File: src/common/port_e_consts.svh
`ifndef PORT_E_CONSTS_SVH
`define PORT_E_CONSTS_SVH

// Register map
`define CTRL1_OFFSET 32'h0000_0000
`define CTRL1_RESET 16'h0000
`define CTRL1_WMASK 16'h3F00

// Field positions inside the control register
`define PIN14_SEL_LSB 12
`define PIN13_SEL_LSB 10
`define PIN12_SEL_LSB 8

// Function select codes
`define SEL_PORT 2'h0
`define SEL_ALT1 2'h1
`define SEL_ALT2 2'h2

// Level on the manual reset line while pin 13 is not routed to it
`define RSTIN_IDLE 1'h1

`endif

File: src/common/port_e_pkg.sv
package port_e_pkg;

  // Two-bit pin function select, code 2'b11 is prohibited but is still stored if written
  typedef enum logic [1:0] {
    FSEL_PORT = 2'b00,
    FSEL_ALT1 = 2'b01,
    FSEL_ALT2 = 2'b10,
    FSEL_BAD  = 2'b11
  } func_sel_t;

endpackage

File: src/hw/port_e_pin_function_select.sv
`timescale 1ns/1ps
`include "port_e_consts.svh"
module port_e_pin_function_select (
  input wire logic clk_i,
  input wire logic arst_n_i,
  input wire logic psel_i,
  input wire logic penable_i,
  input wire logic pwrite_i,
  input wire logic [31:0] paddr_i,
  input wire logic [31:0] pwdata_i,
  input wire logic [3:0] pstrb_i,
  output logic [31:0] prdata_o,
  output logic pready_o,
  output logic pslverr_o,
  input wire logic debug_mode_pin_i,
  input wire logic pin14_in_i,
  output logic pin14_out_o,
  output logic pin14_oe_o,
  input wire logic pin13_in_i,
  output logic pin13_out_o,
  output logic pin13_oe_o,
  input wire logic pin12_in_i,
  output logic pin12_out_o,
  output logic pin12_oe_o,
  input wire logic [2:0] port_out_i,
  input wire logic [2:0] port_oe_i,
  output logic [2:0] port_in_o,
  input wire logic timer_chan_c_io_out_i,
  input wire logic timer_chan_c_io_oe_i,
  output logic timer_chan_c_io_in_o,
  input wire logic timer_chan_b_io_out_i,
  input wire logic timer_chan_b_io_oe_i,
  output logic timer_chan_b_io_in_o,
  input wire logic timer_chan_a_io_out_i,
  input wire logic timer_chan_a_io_oe_i,
  output logic timer_chan_a_io_in_o,
  input wire logic dma_ack_0_out_i,
  output logic manual_reset_in_o,
  output logic debug_tck_o
);
  import port_e_pkg::*;

  ////////////////////////////////////////////////////////////////////////////
  // Register bus

  logic [15:0] ctrl_reg;
  logic [31:0] prdata_reg;

  // True when a field holds the given select code
  function automatic logic sel_is(input func_sel_t field, input func_sel_t code);
    sel_is = (field == code);
  endfunction

  // Address decode and phase qualifiers
  wire addr_hit = (paddr_i == `CTRL1_OFFSET);
  wire setup_ph = psel_i && !penable_i;
  wire access_ph = psel_i && penable_i;
  wire wr_hit = access_ph && pwrite_i && addr_hit;
  wire [15:0] strb_mask = {{8{pstrb_i[1]}}, {8{pstrb_i[0]}}};
  wire [15:0] wr_mask = strb_mask & `CTRL1_WMASK;
  wire [15:0] ctrl_next = (ctrl_reg & ~wr_mask) | (pwdata_i[15:0] & wr_mask);
  wire [31:0] rd_next = addr_hit ? {16'h0000, ctrl_reg} : 32'h0000_0000;

  // Zero-wait answer, error on unmapped address
  assign pready_o = 1'b1;
  assign pslverr_o = access_ph && !addr_hit;
  assign prdata_o = prdata_reg;

  // Control register, only the three select fields are stored
  always_ff @(posedge clk_i or negedge arst_n_i) begin
    if (!arst_n_i) begin
      ctrl_reg <= `CTRL1_RESET;
    end else if (wr_hit) begin
      ctrl_reg <= ctrl_next;
    end
  end

  // Read data captured in the setup cycle
  always_ff @(posedge clk_i or negedge arst_n_i) begin
    if (!arst_n_i) begin
      prdata_reg <= 32'h0000_0000;
    end else if (setup_ph) begin
      prdata_reg <= rd_next;
    end
  end

  // Field views
  wire func_sel_t sel14 = func_sel_t'(ctrl_reg[`PIN14_SEL_LSB +: 2]);
  wire func_sel_t sel13 = func_sel_t'(ctrl_reg[`PIN13_SEL_LSB +: 2]);
  wire func_sel_t sel12 = func_sel_t'(ctrl_reg[`PIN12_SEL_LSB +: 2]);

  ////////////////////////////////////////////////////////////////////////////
  // Pin input synchronisers, bit 3 is the debug mode pin

  logic [3:0] pin_meta_reg;
  logic [3:0] pin_sync_reg;

  // Two flops before any logic looks at a pin
  always_ff @(posedge clk_i or negedge arst_n_i) begin
    if (!arst_n_i) begin
      pin_meta_reg <= 4'h0;
      pin_sync_reg <= 4'h0;
    end else begin
      pin_meta_reg <= {debug_mode_pin_i, pin14_in_i, pin13_in_i, pin12_in_i};
      pin_sync_reg <= pin_meta_reg;
    end
  end

  wire in14 = pin_sync_reg[2];
  wire in13 = pin_sync_reg[1];
  wire in12 = pin_sync_reg[0];
  wire dbg_mode = pin_sync_reg[3];

  ////////////////////////////////////////////////////////////////////////////
  // Function multiplexers, prohibited codes fall back to port I/O

  // Pin 14: port, timer C, DMA acknowledge
  wire c14_tmr = sel_is(sel14, FSEL_ALT1);
  wire c14_dma = sel_is(sel14, FSEL_ALT2);
  wire out14_next = c14_tmr ? timer_chan_c_io_out_i :
                    c14_dma ? dma_ack_0_out_i : port_out_i[2];
  wire oe14_next = c14_tmr ? timer_chan_c_io_oe_i :
                   c14_dma ? 1'b1 : port_oe_i[2];
  wire port14_en = !c14_tmr && !c14_dma;

  // Pin 13: port, timer B, manual reset input
  wire c13_tmr = sel_is(sel13, FSEL_ALT1);
  wire c13_rstin = sel_is(sel13, FSEL_ALT2);
  wire out13_next = c13_tmr ? timer_chan_b_io_out_i :
                    c13_rstin ? 1'b0 : port_out_i[1];
  wire oe13_next = c13_tmr ? timer_chan_b_io_oe_i :
                   c13_rstin ? 1'b0 : port_oe_i[1];
  wire port13_en = !c13_tmr && !c13_rstin;

  // Pin 12: port, timer A, overridden by debug mode
  wire c12_tmr = !dbg_mode && sel_is(sel12, FSEL_ALT1);
  wire port12_en = !dbg_mode && !c12_tmr;
  wire out12_next = c12_tmr ? timer_chan_a_io_out_i :
                    port12_en ? port_out_i[0] : 1'b0;
  wire oe12_next = c12_tmr ? timer_chan_a_io_oe_i :
                   port12_en ? port_oe_i[0] : 1'b0;

  // Inputs handed to whoever owns each pin
  wire [2:0] port_in_next = {port14_en & in14, port13_en & in13, port12_en & in12};
  wire rstin_next = c13_rstin ? in13 : `RSTIN_IDLE;
  wire tck_next = dbg_mode & in12;

  ////////////////////////////////////////////////////////////////////////////
  // Registered pin and peripheral outputs

  always_ff @(posedge clk_i or negedge arst_n_i) begin
    if (!arst_n_i) begin
      pin14_out_o <= 1'b0;
      pin14_oe_o <= 1'b0;
      pin13_out_o <= 1'b0;
      pin13_oe_o <= 1'b0;
      pin12_out_o <= 1'b0;
      pin12_oe_o <= 1'b0;
    end else begin
      pin14_out_o <= out14_next;
      pin14_oe_o <= oe14_next;
      pin13_out_o <= out13_next;
      pin13_oe_o <= oe13_next;
      pin12_out_o <= out12_next;
      pin12_oe_o <= oe12_next;
    end
  end

  // Input delivery to port logic and peripherals
  always_ff @(posedge clk_i or negedge arst_n_i) begin
    if (!arst_n_i) begin
      port_in_o <= 3'h0;
      timer_chan_c_io_in_o <= 1'b0;
      timer_chan_b_io_in_o <= 1'b0;
      timer_chan_a_io_in_o <= 1'b0;
      manual_reset_in_o <= `RSTIN_IDLE;
      debug_tck_o <= 1'b0;
    end else begin
      port_in_o <= port_in_next;
      timer_chan_c_io_in_o <= c14_tmr & in14;
      timer_chan_b_io_in_o <= c13_tmr & in13;
      timer_chan_a_io_in_o <= c12_tmr & in12;
      manual_reset_in_o <= rstin_next;
      debug_tck_o <= tck_next;
    end
  end
endmodule

File: config.mk
export PLATFORM = sky130hd
export DESIGN_NAME = port_e_pin_function_select
export DESIGN_NICKNAME = d
export VERILOG_FILES = /design/src/common/port_e_pkg.sv /design/src/hw/port_e_pin_function_select.sv
export VERILOG_INCLUDE_DIRS = /design/src /design/src/common
export SDC_FILE = /design/constraint.sdc
export NUM_CORES = 1
export LEC_CHECK = 0
export CORE_AREA = 2 2 58 60
export DETAILED_ROUTE_END_ITERATION = 8
export DIE_AREA = 0 0 60 62
export DONT_BUFFER_PORTS = 1
export GPL_ROUTABILITY_DRIVEN = 0
export PLACE_DENSITY = 0.75
export SYNTH_ARGS = -nofsm -noshare
export SYNTH_HDL_FRONTEND = slang
export SYNTH_SLANG_ARGS = --single-unit
File: constraint.sdc
create_clock -name clk_i -period 1.4 [get_ports clk_i]
set_clock_uncertainty 0.2 [all_clocks]
set_input_delay 0.28 -clock clk_i [delete_from_list [all_inputs] [get_ports clk_i]]
set_output_delay 0.28 -clock clk_i [all_outputs]
set_load 0.05 [all_outputs]
==> results of run 1 <==
cells by family after synthesis:
family / synth area share
simple gates: 0.159
flops: 0.550
fa+ha+maj: 0.0323
compound gates: 0.0477
other cells: 0.00485
buf+inv: 0.143
mux: 0.0630
worst min path at each step:
stage | from | endpoint | slack (ns) | cells after the start
2_1_floorplan | arst_n_i | asynchronous set/reset pin | -0.22 | 0
3_3_place_gp | arst_n_i | timer_chan_b_io_in_o | -0.21 | 0
3_5_place_dp | arst_n_i | timer_chan_b_io_in_o | -0.21 | 0
4_1_cts | psel_i | prdata_o[8] | 0.02 | 3
5_1_grt | psel_i | prdata_o[8] | 0.04 | 3
6_report | psel_i | prdata_o[8] | 0.03 | 3
stage by stage:
stage,setup slack [ns],instance area (µm²)
floorplan,-0.494,1790
global placement,-0.431,1670
detailed placement,-0.472,1670
CTS,-0.154,2080
global route,-0.197,2100
finish,-0.153,2100
per-layer routing:
metal	track usage	vias up
li1	-	473
met4	0.0571	0
met3	0.0642	5
met1	0.198	496
met5	0	-
met2	0.320	69
area by class of cell:
type / instances / share of cell area
Clock buffer: 8 / 0.0232
Inverter: 4 / 0.00714
Multi-Input combinational cell: 92 / 0.366
Sequential cell: 34 / 0.416
Tap cell: 46 / 0.0274
Timing Repair Buffer: 33 / 0.161
cell usage after synthesis (all sizes together):
cell,number
nand2b,3
inv,4
and2,5
nor2,6
a22o,1
o31ai,2
nand4,2
o21ai,3
clkbuf,1
nor3b,1
o41ai,4
ha,4
mux2i,3
and3b,1
nand2,13
nor4,9
dfstp,1
buf,27
conb,2
nor2b,2
dfrtp,33
mux2,6
where the power goes:
group / switching (mW) / internal (mW) / total (mW)
logic: 0.215 / 0.0767 / 0.292
registers: 0.0646 / 1.01 / 1.07
clock network: 0.298 / 0.200 / 0.498
timing repair:
item | CTS | global route
resized for setup | 30 | 4
hold endpoints to repair | 52 | 0
setup endpoints to repair | 26 | 13
pin swaps | 6 | 2
buffers inserted | 3 | 0
hold buffers | 26 | 0
worst register-to-register path, delay by kind of cell (launching register included):
family / cells / cell delay, ns
and+or+nand+nor: 2 / 0.37
muxes: 1 / 0.23
DFF: 1 / 0.41
==> report_table.html, run 1 <==
<table>
<tr><th>Metric</th><th>Value</th></tr>
<tr><th colspan="2">Worst setup path</th></tr>
<tr><td>Worst-case register-to-register setup slack</td><td>0.07 ns</td></tr>
<tr><td>Cell-by-cell trace of the critical path</td><td>nor4_4, nand4_4, buf_6, nor2_4, nor2_4</td></tr>
<tr><td>Most prevalent standard cell on the critical path</td><td>nor2_4</td></tr>
<tr><td>Signal arrival time at the worst endpoint</td><td>1.07 ns</td></tr>
<tr><td>Setup crit end</td><td>pslverr_o</td></tr>
<tr><td>Crit path launch</td><td>paddr_i[14]</td></tr>
<tr><td>Number of cells on the worst reg-to-reg path</td><td>3</td></tr>
<tr><td>Worst-path maximum fanout</td><td>2</td></tr>
<tr><td>Critical path depth</td><td>5</td></tr>
<tr><td>Top Family by Delay on Critical Path</td><td>simple AND/OR/NAND/NOR gates</td></tr>
<tr><td>Reg-to-reg critical path endpoint</td><td>pin12_out_o</td></tr>
<tr><td>Slowest stage cell on the critical path</td><td>nor4_4</td></tr>
<tr><td>Required time worst endpoint</td><td>0.92 ns</td></tr>
<tr><td>Critical path class</td><td>in -&gt; out</td></tr>
<tr><td>Max incr delay on CP</td><td>0.30 ns</td></tr>
<tr><td>Buffers plus inverters on the worst setup path</td><td>1</td></tr>
<tr><td>Type of element launching the critical path</td><td>input port</td></tr>
<tr><td>Worst setup EP type</td><td>primary output</td></tr>
<tr><th colspan="2">Floorplanning</th></tr>
<tr><td>Vertical die dimension</td><td>62 µm</td></tr>
<tr><td>Placeable core region</td><td>0.00318 mm²</td></tr>
<tr><td>Number of I/O pins</td><td>138</td></tr>
<tr><td>Number of standard-cell rows in the floorplan</td><td>21</td></tr>
<tr><td>Initial cell density of the core</td><td>0.487</td></tr>
<tr><td>Chip width</td><td>60 µm</td></tr>
<tr><td>Die Footprint</td><td>0.00372 mm²</td></tr>
<tr><th colspan="2">Power and ir drop</th></tr>
<tr><td>Ratio of total power to cell area</td><td>887 mW/mm²</td></tr>
<tr><td>Maximum VDD drop</td><td>628 µV</td></tr>
<tr><td>Static leakage power</td><td>0.893 nW</td></tr>
<tr><td>Pwr Total</td><td>1.87 mW</td></tr>
<tr><th colspan="2">Global route</th></tr>
<tr><td>Number of global-route vias before repair</td><td>1,066</td></tr>
<tr><td>Global-route wire length before repair</td><td>4750 µm</td></tr>
<tr><td>Overflow left after global routing</td><td>0</td></tr>
<tr><td>Overall Global Routing Usage</td><td>0.178</td></tr>
<tr><td>Maximum number of pins on one net before global-route repair</td><td>35</td></tr>
<tr><td>Number of antenna violations at the first check in global routing</td><td>0</td></tr>
<tr><th colspan="2">Route</th></tr>
<tr><td>Router iterations before antenna repair</td><td>4</td></tr>
<tr><td>Top routing layer in use</td><td>met4</td></tr>
<tr><td>Routed wire length per instance</td><td>14.9 µm</td></tr>
<tr><td>Routed length on met1</td><td>1120 µm</td></tr>
<tr><td>DRC violation count after routing</td><td>0</td></tr>
<tr><td>Routed vias/inst</td><td>4.81</td></tr>
<tr><td>Vias after detailed routing</td><td>1,043</td></tr>
<tr><td>Wire length reported by the detailed router</td><td>3240 µm</td></tr>
<tr><td>Routed length on met3</td><td>296 µm</td></tr>
<tr><td>Antenna-violating nets left</td><td>0</td></tr>
<tr><td>Met2 routed wirelength</td><td>1790 µm</td></tr>
<tr><td>Initial detailed-routing violation count</td><td>44</td></tr>
<tr><th colspan="2">STA</th></tr>
<tr><td>Peak clock frequency supported by timing</td><td>0.644 GHz</td></tr>
<tr><td>Number of setup violations in the final report</td><td>8</td></tr>
<tr><td>Setup WS post-layout</td><td>-0.153 ns</td></tr>
<tr><td>Setup Total Neg Slack</td><td>-0.749 ns</td></tr>
<tr><td>Worst hold slack after final layout</td><td>0.0281 ns</td></tr>
<tr><td>Final max-slew violation count</td><td>0</td></tr>
<tr><td>Period minus WS final</td><td>1.55 ns</td></tr>
<tr><td>Unrepaired setup endpoints after global routing</td><td>true</td></tr>
<tr><td>Final Hold Viols</td><td>0</td></tr>
<tr><td>Share of the cycle needed by the critical path after routing</td><td>1.11</td></tr>
<tr><th colspan="2">Finish</th></tr>
<tr><td>Antenna diode instance count</td><td>0</td></tr>
<tr><td>Storage cell area</td><td>875 µm²</td></tr>
<tr><td>Final standard cell utilization of the core</td><td>0.662</td></tr>
<tr><td>Multi-input combinational cell area</td><td>769 µm²</td></tr>
<tr><td>Fill cells</td><td>239</td></tr>
<tr><td>Most used cells in the layout excluding fill and tap cells</td><td>27 x conb_1, 25 x dlygate4sd3_1, 18 x dfrtp_2</td></tr>
<tr><td>Number of non-filler instances in the completed layout</td><td>217</td></tr>
<tr><td>Layout Nets</td><td>264</td></tr>
<tr><td>Most common cell after layout, fill and taps aside</td><td>conb_1</td></tr>
<tr><td>Area growth from synthesis to final layout</td><td>35.8%</td></tr>
<tr><td>Share of post-route cells with drive strength above 1</td><td>0.322</td></tr>
<tr><th colspan="2">Status</th></tr>
<tr><td>Outcome</td><td>finished, violations left</td></tr>
<tr><td>Violations in the final reports</td><td>setup timing</td></tr>
<tr><th colspan="2">CTS</th></tr>
<tr><td>Clock tree root buffer cell</td><td>clkbuf_4</td></tr>
<tr><td>H-tree level count</td><td>2</td></tr>
<tr><td>Reg clk slew, reported paths</td><td>0.10 ns</td></tr>
<tr><td>Sink count of the clock tree</td><td>34</td></tr>
<tr><td>CTS Buf Count</td><td>5</td></tr>
<tr><td>CTS tree</td><td>done</td></tr>
<tr><td>Clock buffer depth</td><td>2</td></tr>
<tr><td>Latest clock arrival within the worst-skew pair</td><td>0.32 ns</td></tr>
<tr><th colspan="2">Logic synthesis</th></tr>
<tr><td>Register bit count reported by yosys</td><td>34</td></tr>
<tr><td>Post-Syn Instances</td><td>133</td></tr>
<tr><td>Synthesized cell area</td><td>0.00155 mm²</td></tr>
<tr><td>Mean instance size in the synthesized netlist</td><td>11.6 µm²</td></tr>
<tr><td>Synth warnings</td><td>0</td></tr>
<tr><td>Synth unique cells</td><td>23</td></tr>
<tr><td>Post-synth top area share</td><td>0.533</td></tr>
<tr><td>Seq/Total Area, Yosys</td><td>0.550</td></tr>
<tr><td>Ranking of synthesized cells by area</td><td>dfrtp_1 53%, buf_4 13%, mux2_2 4.4%</td></tr>
<tr><td>Synth area leader</td><td>dfrtp_1</td></tr>
<tr><th colspan="2">Place</th></tr>
<tr><td>Number of I/O port buffers</td><td>0</td></tr>
<tr><td>Half-perimeter wire length after placement</td><td>2280 µm</td></tr>
<tr><td>Placed cell count</td><td>180</td></tr>
<tr><th colspan="2">Worst hold path</th></tr>
<tr><td>Min-Delay Path Class</td><td>in -&gt; reg</td></tr>
<tr><th colspan="2">Job</th></tr>
<tr><td># Max-Cap Violations</td><td>0</td></tr>
</table>
Note: power is estimated with default switching activity, not from simulation.
==> inputs of run 2 (changes only) <==
--- a/config.mk
+++ b/config.mk
@@ -12,6 +12,7 @@
 export DONT_BUFFER_PORTS = 1
 export GPL_ROUTABILITY_DRIVEN = 0
 export PLACE_DENSITY = 0.75
+export RECOVER_POWER = 25
 export SYNTH_ARGS = -nofsm -noshare
 export SYNTH_HDL_FRONTEND = slang
 export SYNTH_SLANG_ARGS = --single-unit
==> run 2 against run 1 <==
The flow still finishes with violations (setup timing). Critical path depth unchanged. Global-route usage did not move. Largest cell class unchanged. Flip-flop and latch count is the same. Sequential share of layout area increased by 0.30 points. Via count hardly changed. Die area unchanged. Wire length decreased by 0.37%. Worst hold slack worse by 0.0012 ns. Count of clock-buffer cells in the layout unchanged. Core utilization down 0.47 points. Combinational power down 2%. Fmax unchanged.
==> report_table.html, run 2 (synthesized netlist as in run 1, its figures left out) <==
<table>
<tr><th>Metric</th><th>Value</th></tr>
<tr><th colspan="2">Global route</th></tr>
<tr><td>Number of global-route vias before repair</td><td>1,066</td></tr>
<tr><td>Overflow left after global routing</td><td>0</td></tr>
<tr><td>Overall Global Routing Usage</td><td>0.178</td></tr>
<tr><td>Maximum number of pins on one net before global-route repair</td><td>35</td></tr>
<tr><td>Global-route wire length before repair</td><td>4750 µm</td></tr>
<tr><td>Number of antenna violations at the first check in global routing</td><td>0</td></tr>
<tr><th colspan="2">CTS</th></tr>
<tr><td>Clock buffer depth</td><td>2</td></tr>
<tr><td>Latest clock arrival within the worst-skew pair</td><td>0.33 ns</td></tr>
<tr><td>H-tree level count</td><td>2</td></tr>
<tr><td>Sink count of the clock tree</td><td>34</td></tr>
<tr><td>Reg clk slew, reported paths</td><td>0.10 ns</td></tr>
<tr><td>CTS Buf Count</td><td>5</td></tr>
<tr><td>Clock tree root buffer cell</td><td>clkbuf_4</td></tr>
<tr><td>CTS tree</td><td>done</td></tr>
<tr><th colspan="2">STA</th></tr>
<tr><td>Share of the cycle needed by the critical path after routing</td><td>1.11</td></tr>
<tr><td>Period minus WS final</td><td>1.55 ns</td></tr>
<tr><td>Peak clock frequency supported by timing</td><td>0.644 GHz</td></tr>
<tr><td>Number of setup violations in the final report</td><td>8</td></tr>
<tr><td>Unrepaired setup endpoints after global routing</td><td>true</td></tr>
<tr><td>Final Hold Viols</td><td>0</td></tr>
<tr><td>Final max-slew violation count</td><td>0</td></tr>
<tr><td>Setup WS post-layout</td><td>-0.153 ns</td></tr>
<tr><td>Relative slew slack</td><td>0.524</td></tr>
<tr><td>Worst Tran Pin Value</td><td>0.714 ns</td></tr>
<tr><th colspan="2">Worst setup path</th></tr>
<tr><td>Type of element launching the critical path</td><td>input port</td></tr>
<tr><td>Worst setup EP type</td><td>primary output</td></tr>
<tr><td>Signal arrival time at the worst endpoint</td><td>1.07 ns</td></tr>
<tr><td>Worst-path maximum fanout</td><td>2</td></tr>
<tr><td>Critical path class</td><td>in -&gt; out</td></tr>
<tr><td>Required time worst endpoint</td><td>0.92 ns</td></tr>
<tr><td>Number of cells on the worst reg-to-reg path</td><td>3</td></tr>
<tr><th colspan="2">Floorplanning</th></tr>
<tr><td>Number of I/O pins</td><td>138</td></tr>
<tr><td>Number of standard-cell rows in the floorplan</td><td>21</td></tr>
<tr><td>Vertical die dimension</td><td>62 µm</td></tr>
<tr><td>Placeable core region</td><td>0.00318 mm²</td></tr>
<tr><td>Die Footprint</td><td>0.00372 mm²</td></tr>
<tr><td>Initial cell density of the core</td><td>0.487</td></tr>
<tr><td>Chip width</td><td>60 µm</td></tr>
<tr><th colspan="2">Place</th></tr>
<tr><td>Placed cell count</td><td>180</td></tr>
<tr><td>Half-perimeter wire length after placement</td><td>2280 µm</td></tr>
<tr><td>Number of I/O port buffers</td><td>0</td></tr>
<tr><td>Area post-placement</td><td>0.00167 mm²</td></tr>
<tr><th colspan="2">Status</th></tr>
<tr><td>Violations in the final reports</td><td>setup timing</td></tr>
<tr><td>Outcome</td><td>finished, violations left</td></tr>
<tr><th colspan="2">Power and ir drop</th></tr>
<tr><td>Static leakage power</td><td>0.888 nW</td></tr>
<tr><td>Ratio of total power to cell area</td><td>890 mW/mm²</td></tr>
<tr><td>Maximum VDD drop</td><td>629 µV</td></tr>
<tr><th colspan="2">Finish</th></tr>
<tr><td>Number of non-filler instances in the completed layout</td><td>217</td></tr>
<tr><td>Layout Nets</td><td>264</td></tr>
<tr><td>Most common cell after layout, fill and taps aside</td><td>conb_1</td></tr>
<tr><td>Fill cells</td><td>241</td></tr>
<tr><td>Area growth from synthesis to final layout</td><td>34.8%</td></tr>
<tr><td>Post-Layout Inst Area</td><td>0.00209 mm²</td></tr>
<tr><td>Antenna diode instance count</td><td>0</td></tr>
<tr><td>Most used cells in the layout excluding fill and tap cells</td><td>27 x conb_1, 25 x dlygate4sd3_1, 18 x dfrtp_2</td></tr>
<tr><td>Share of post-route cells with drive strength above 1</td><td>0.322</td></tr>
<tr><th colspan="2">Route</th></tr>
<tr><td>Antenna-violating nets left</td><td>0</td></tr>
<tr><td>Routed wire length per instance</td><td>14.9 µm</td></tr>
<tr><td>Router iterations before antenna repair</td><td>4</td></tr>
<tr><td>DRC violation count after routing</td><td>0</td></tr>
<tr><td>Wire length reported by the detailed router</td><td>3230 µm</td></tr>
<tr><td>Routed vias/inst</td><td>4.81</td></tr>
<tr><td>Vias after detailed routing</td><td>1,044</td></tr>
<tr><td>Initial detailed-routing violation count</td><td>44</td></tr>
<tr><th colspan="2">Worst hold path</th></tr>
<tr><td>Number of cells on the worst hold path</td><td>3</td></tr>
<tr><td>Min-Delay Path Class</td><td>in -&gt; reg</td></tr>
<tr><th colspan="2">Job</th></tr>
<tr><td># Max-Cap Violations</td><td>0</td></tr>
</table>
==> run 2: cell counts in the layout (fill, tap and decap cells not counted) <==
Identical to the previous run, type by type.
==> run 2: where the power goes <==
group	leakage (nW)	internal, mW	switching, mW
Clock	0.0265	0.200	0.299
Sequential	0.410	1.01	0.0645
Combinational	0.451	0.0719	0.214
Total	0.888	1.28	0.577
==> run 2: repair_timing <==
item                       in CTS  in global routing
gates resized for setup        30                  4
pin swaps                       6                  2
hold buffers                   26                  0
hold endpoints to repair       52                  0
setup endpoints to repair      26                 13
buffers inserted                3                  0
==> run 2: per-layer routing <==
layer  part of all wire  global-route usage
met5                  0                   0
met4              0.013              0.0571
met3              0.097              0.0642
met2               0.55               0.320
met1               0.34               0.198
==> run 2: worst paths after layout <==
kind | from | end | slack [ns]
max | paddr_i[14] | pslverr_o | -0.15
min | psel_i | prdata_o[8] | 0.03
max reg2reg | flop | pin12_out_o | 0.07
min reg2reg | pin_meta_reg[2] | pin_sync_reg[2] | 0.16
max in group asynchronous | arst_n_i | debug_tck_o | 0.12
min in group asynchronous | arst_n_i | asynchronous set/reset pin | 0.38
==> run 2: metrics by stage <==
step                      TNS, ns  hold WS (ns)  worst slack (ns)  power, mW  utilization
after floorplan             -3.07        -0.216            -0.494       1.35            -
after global placement      -3.53        -0.215            -0.431       1.29        0.525
after detailed placement    -4.26        -0.215            -0.472       1.30        0.525
after CTS                  -0.767        0.0179            -0.154       1.88        0.655
after global routing        -2.41        0.0389            -0.197       1.95        0.657
final                      -0.751        0.0269            -0.153       1.86        0.657
==> run 2: final cells by class <==
type / instances / area [µm²] / area share
Timing Repair Buffer: 33 / 323 / 0.155
Inverter: 4 / 15.0 / 0.00719
Sequential cell: 34 / 875 / 0.419
Clock buffer: 8 / 48.8 / 0.0234
Multi-Input combinational cell: 92 / 769 / 0.368
Tap cell: 46 / 57.6 / 0.0276
==> run 2: worst max-delay path: stages <==
cell and delay, ns:
nor4_4 0.30, nand4_4 0.15, buf_6 0.15, nor2_4 0.09
nor2_4 0.09
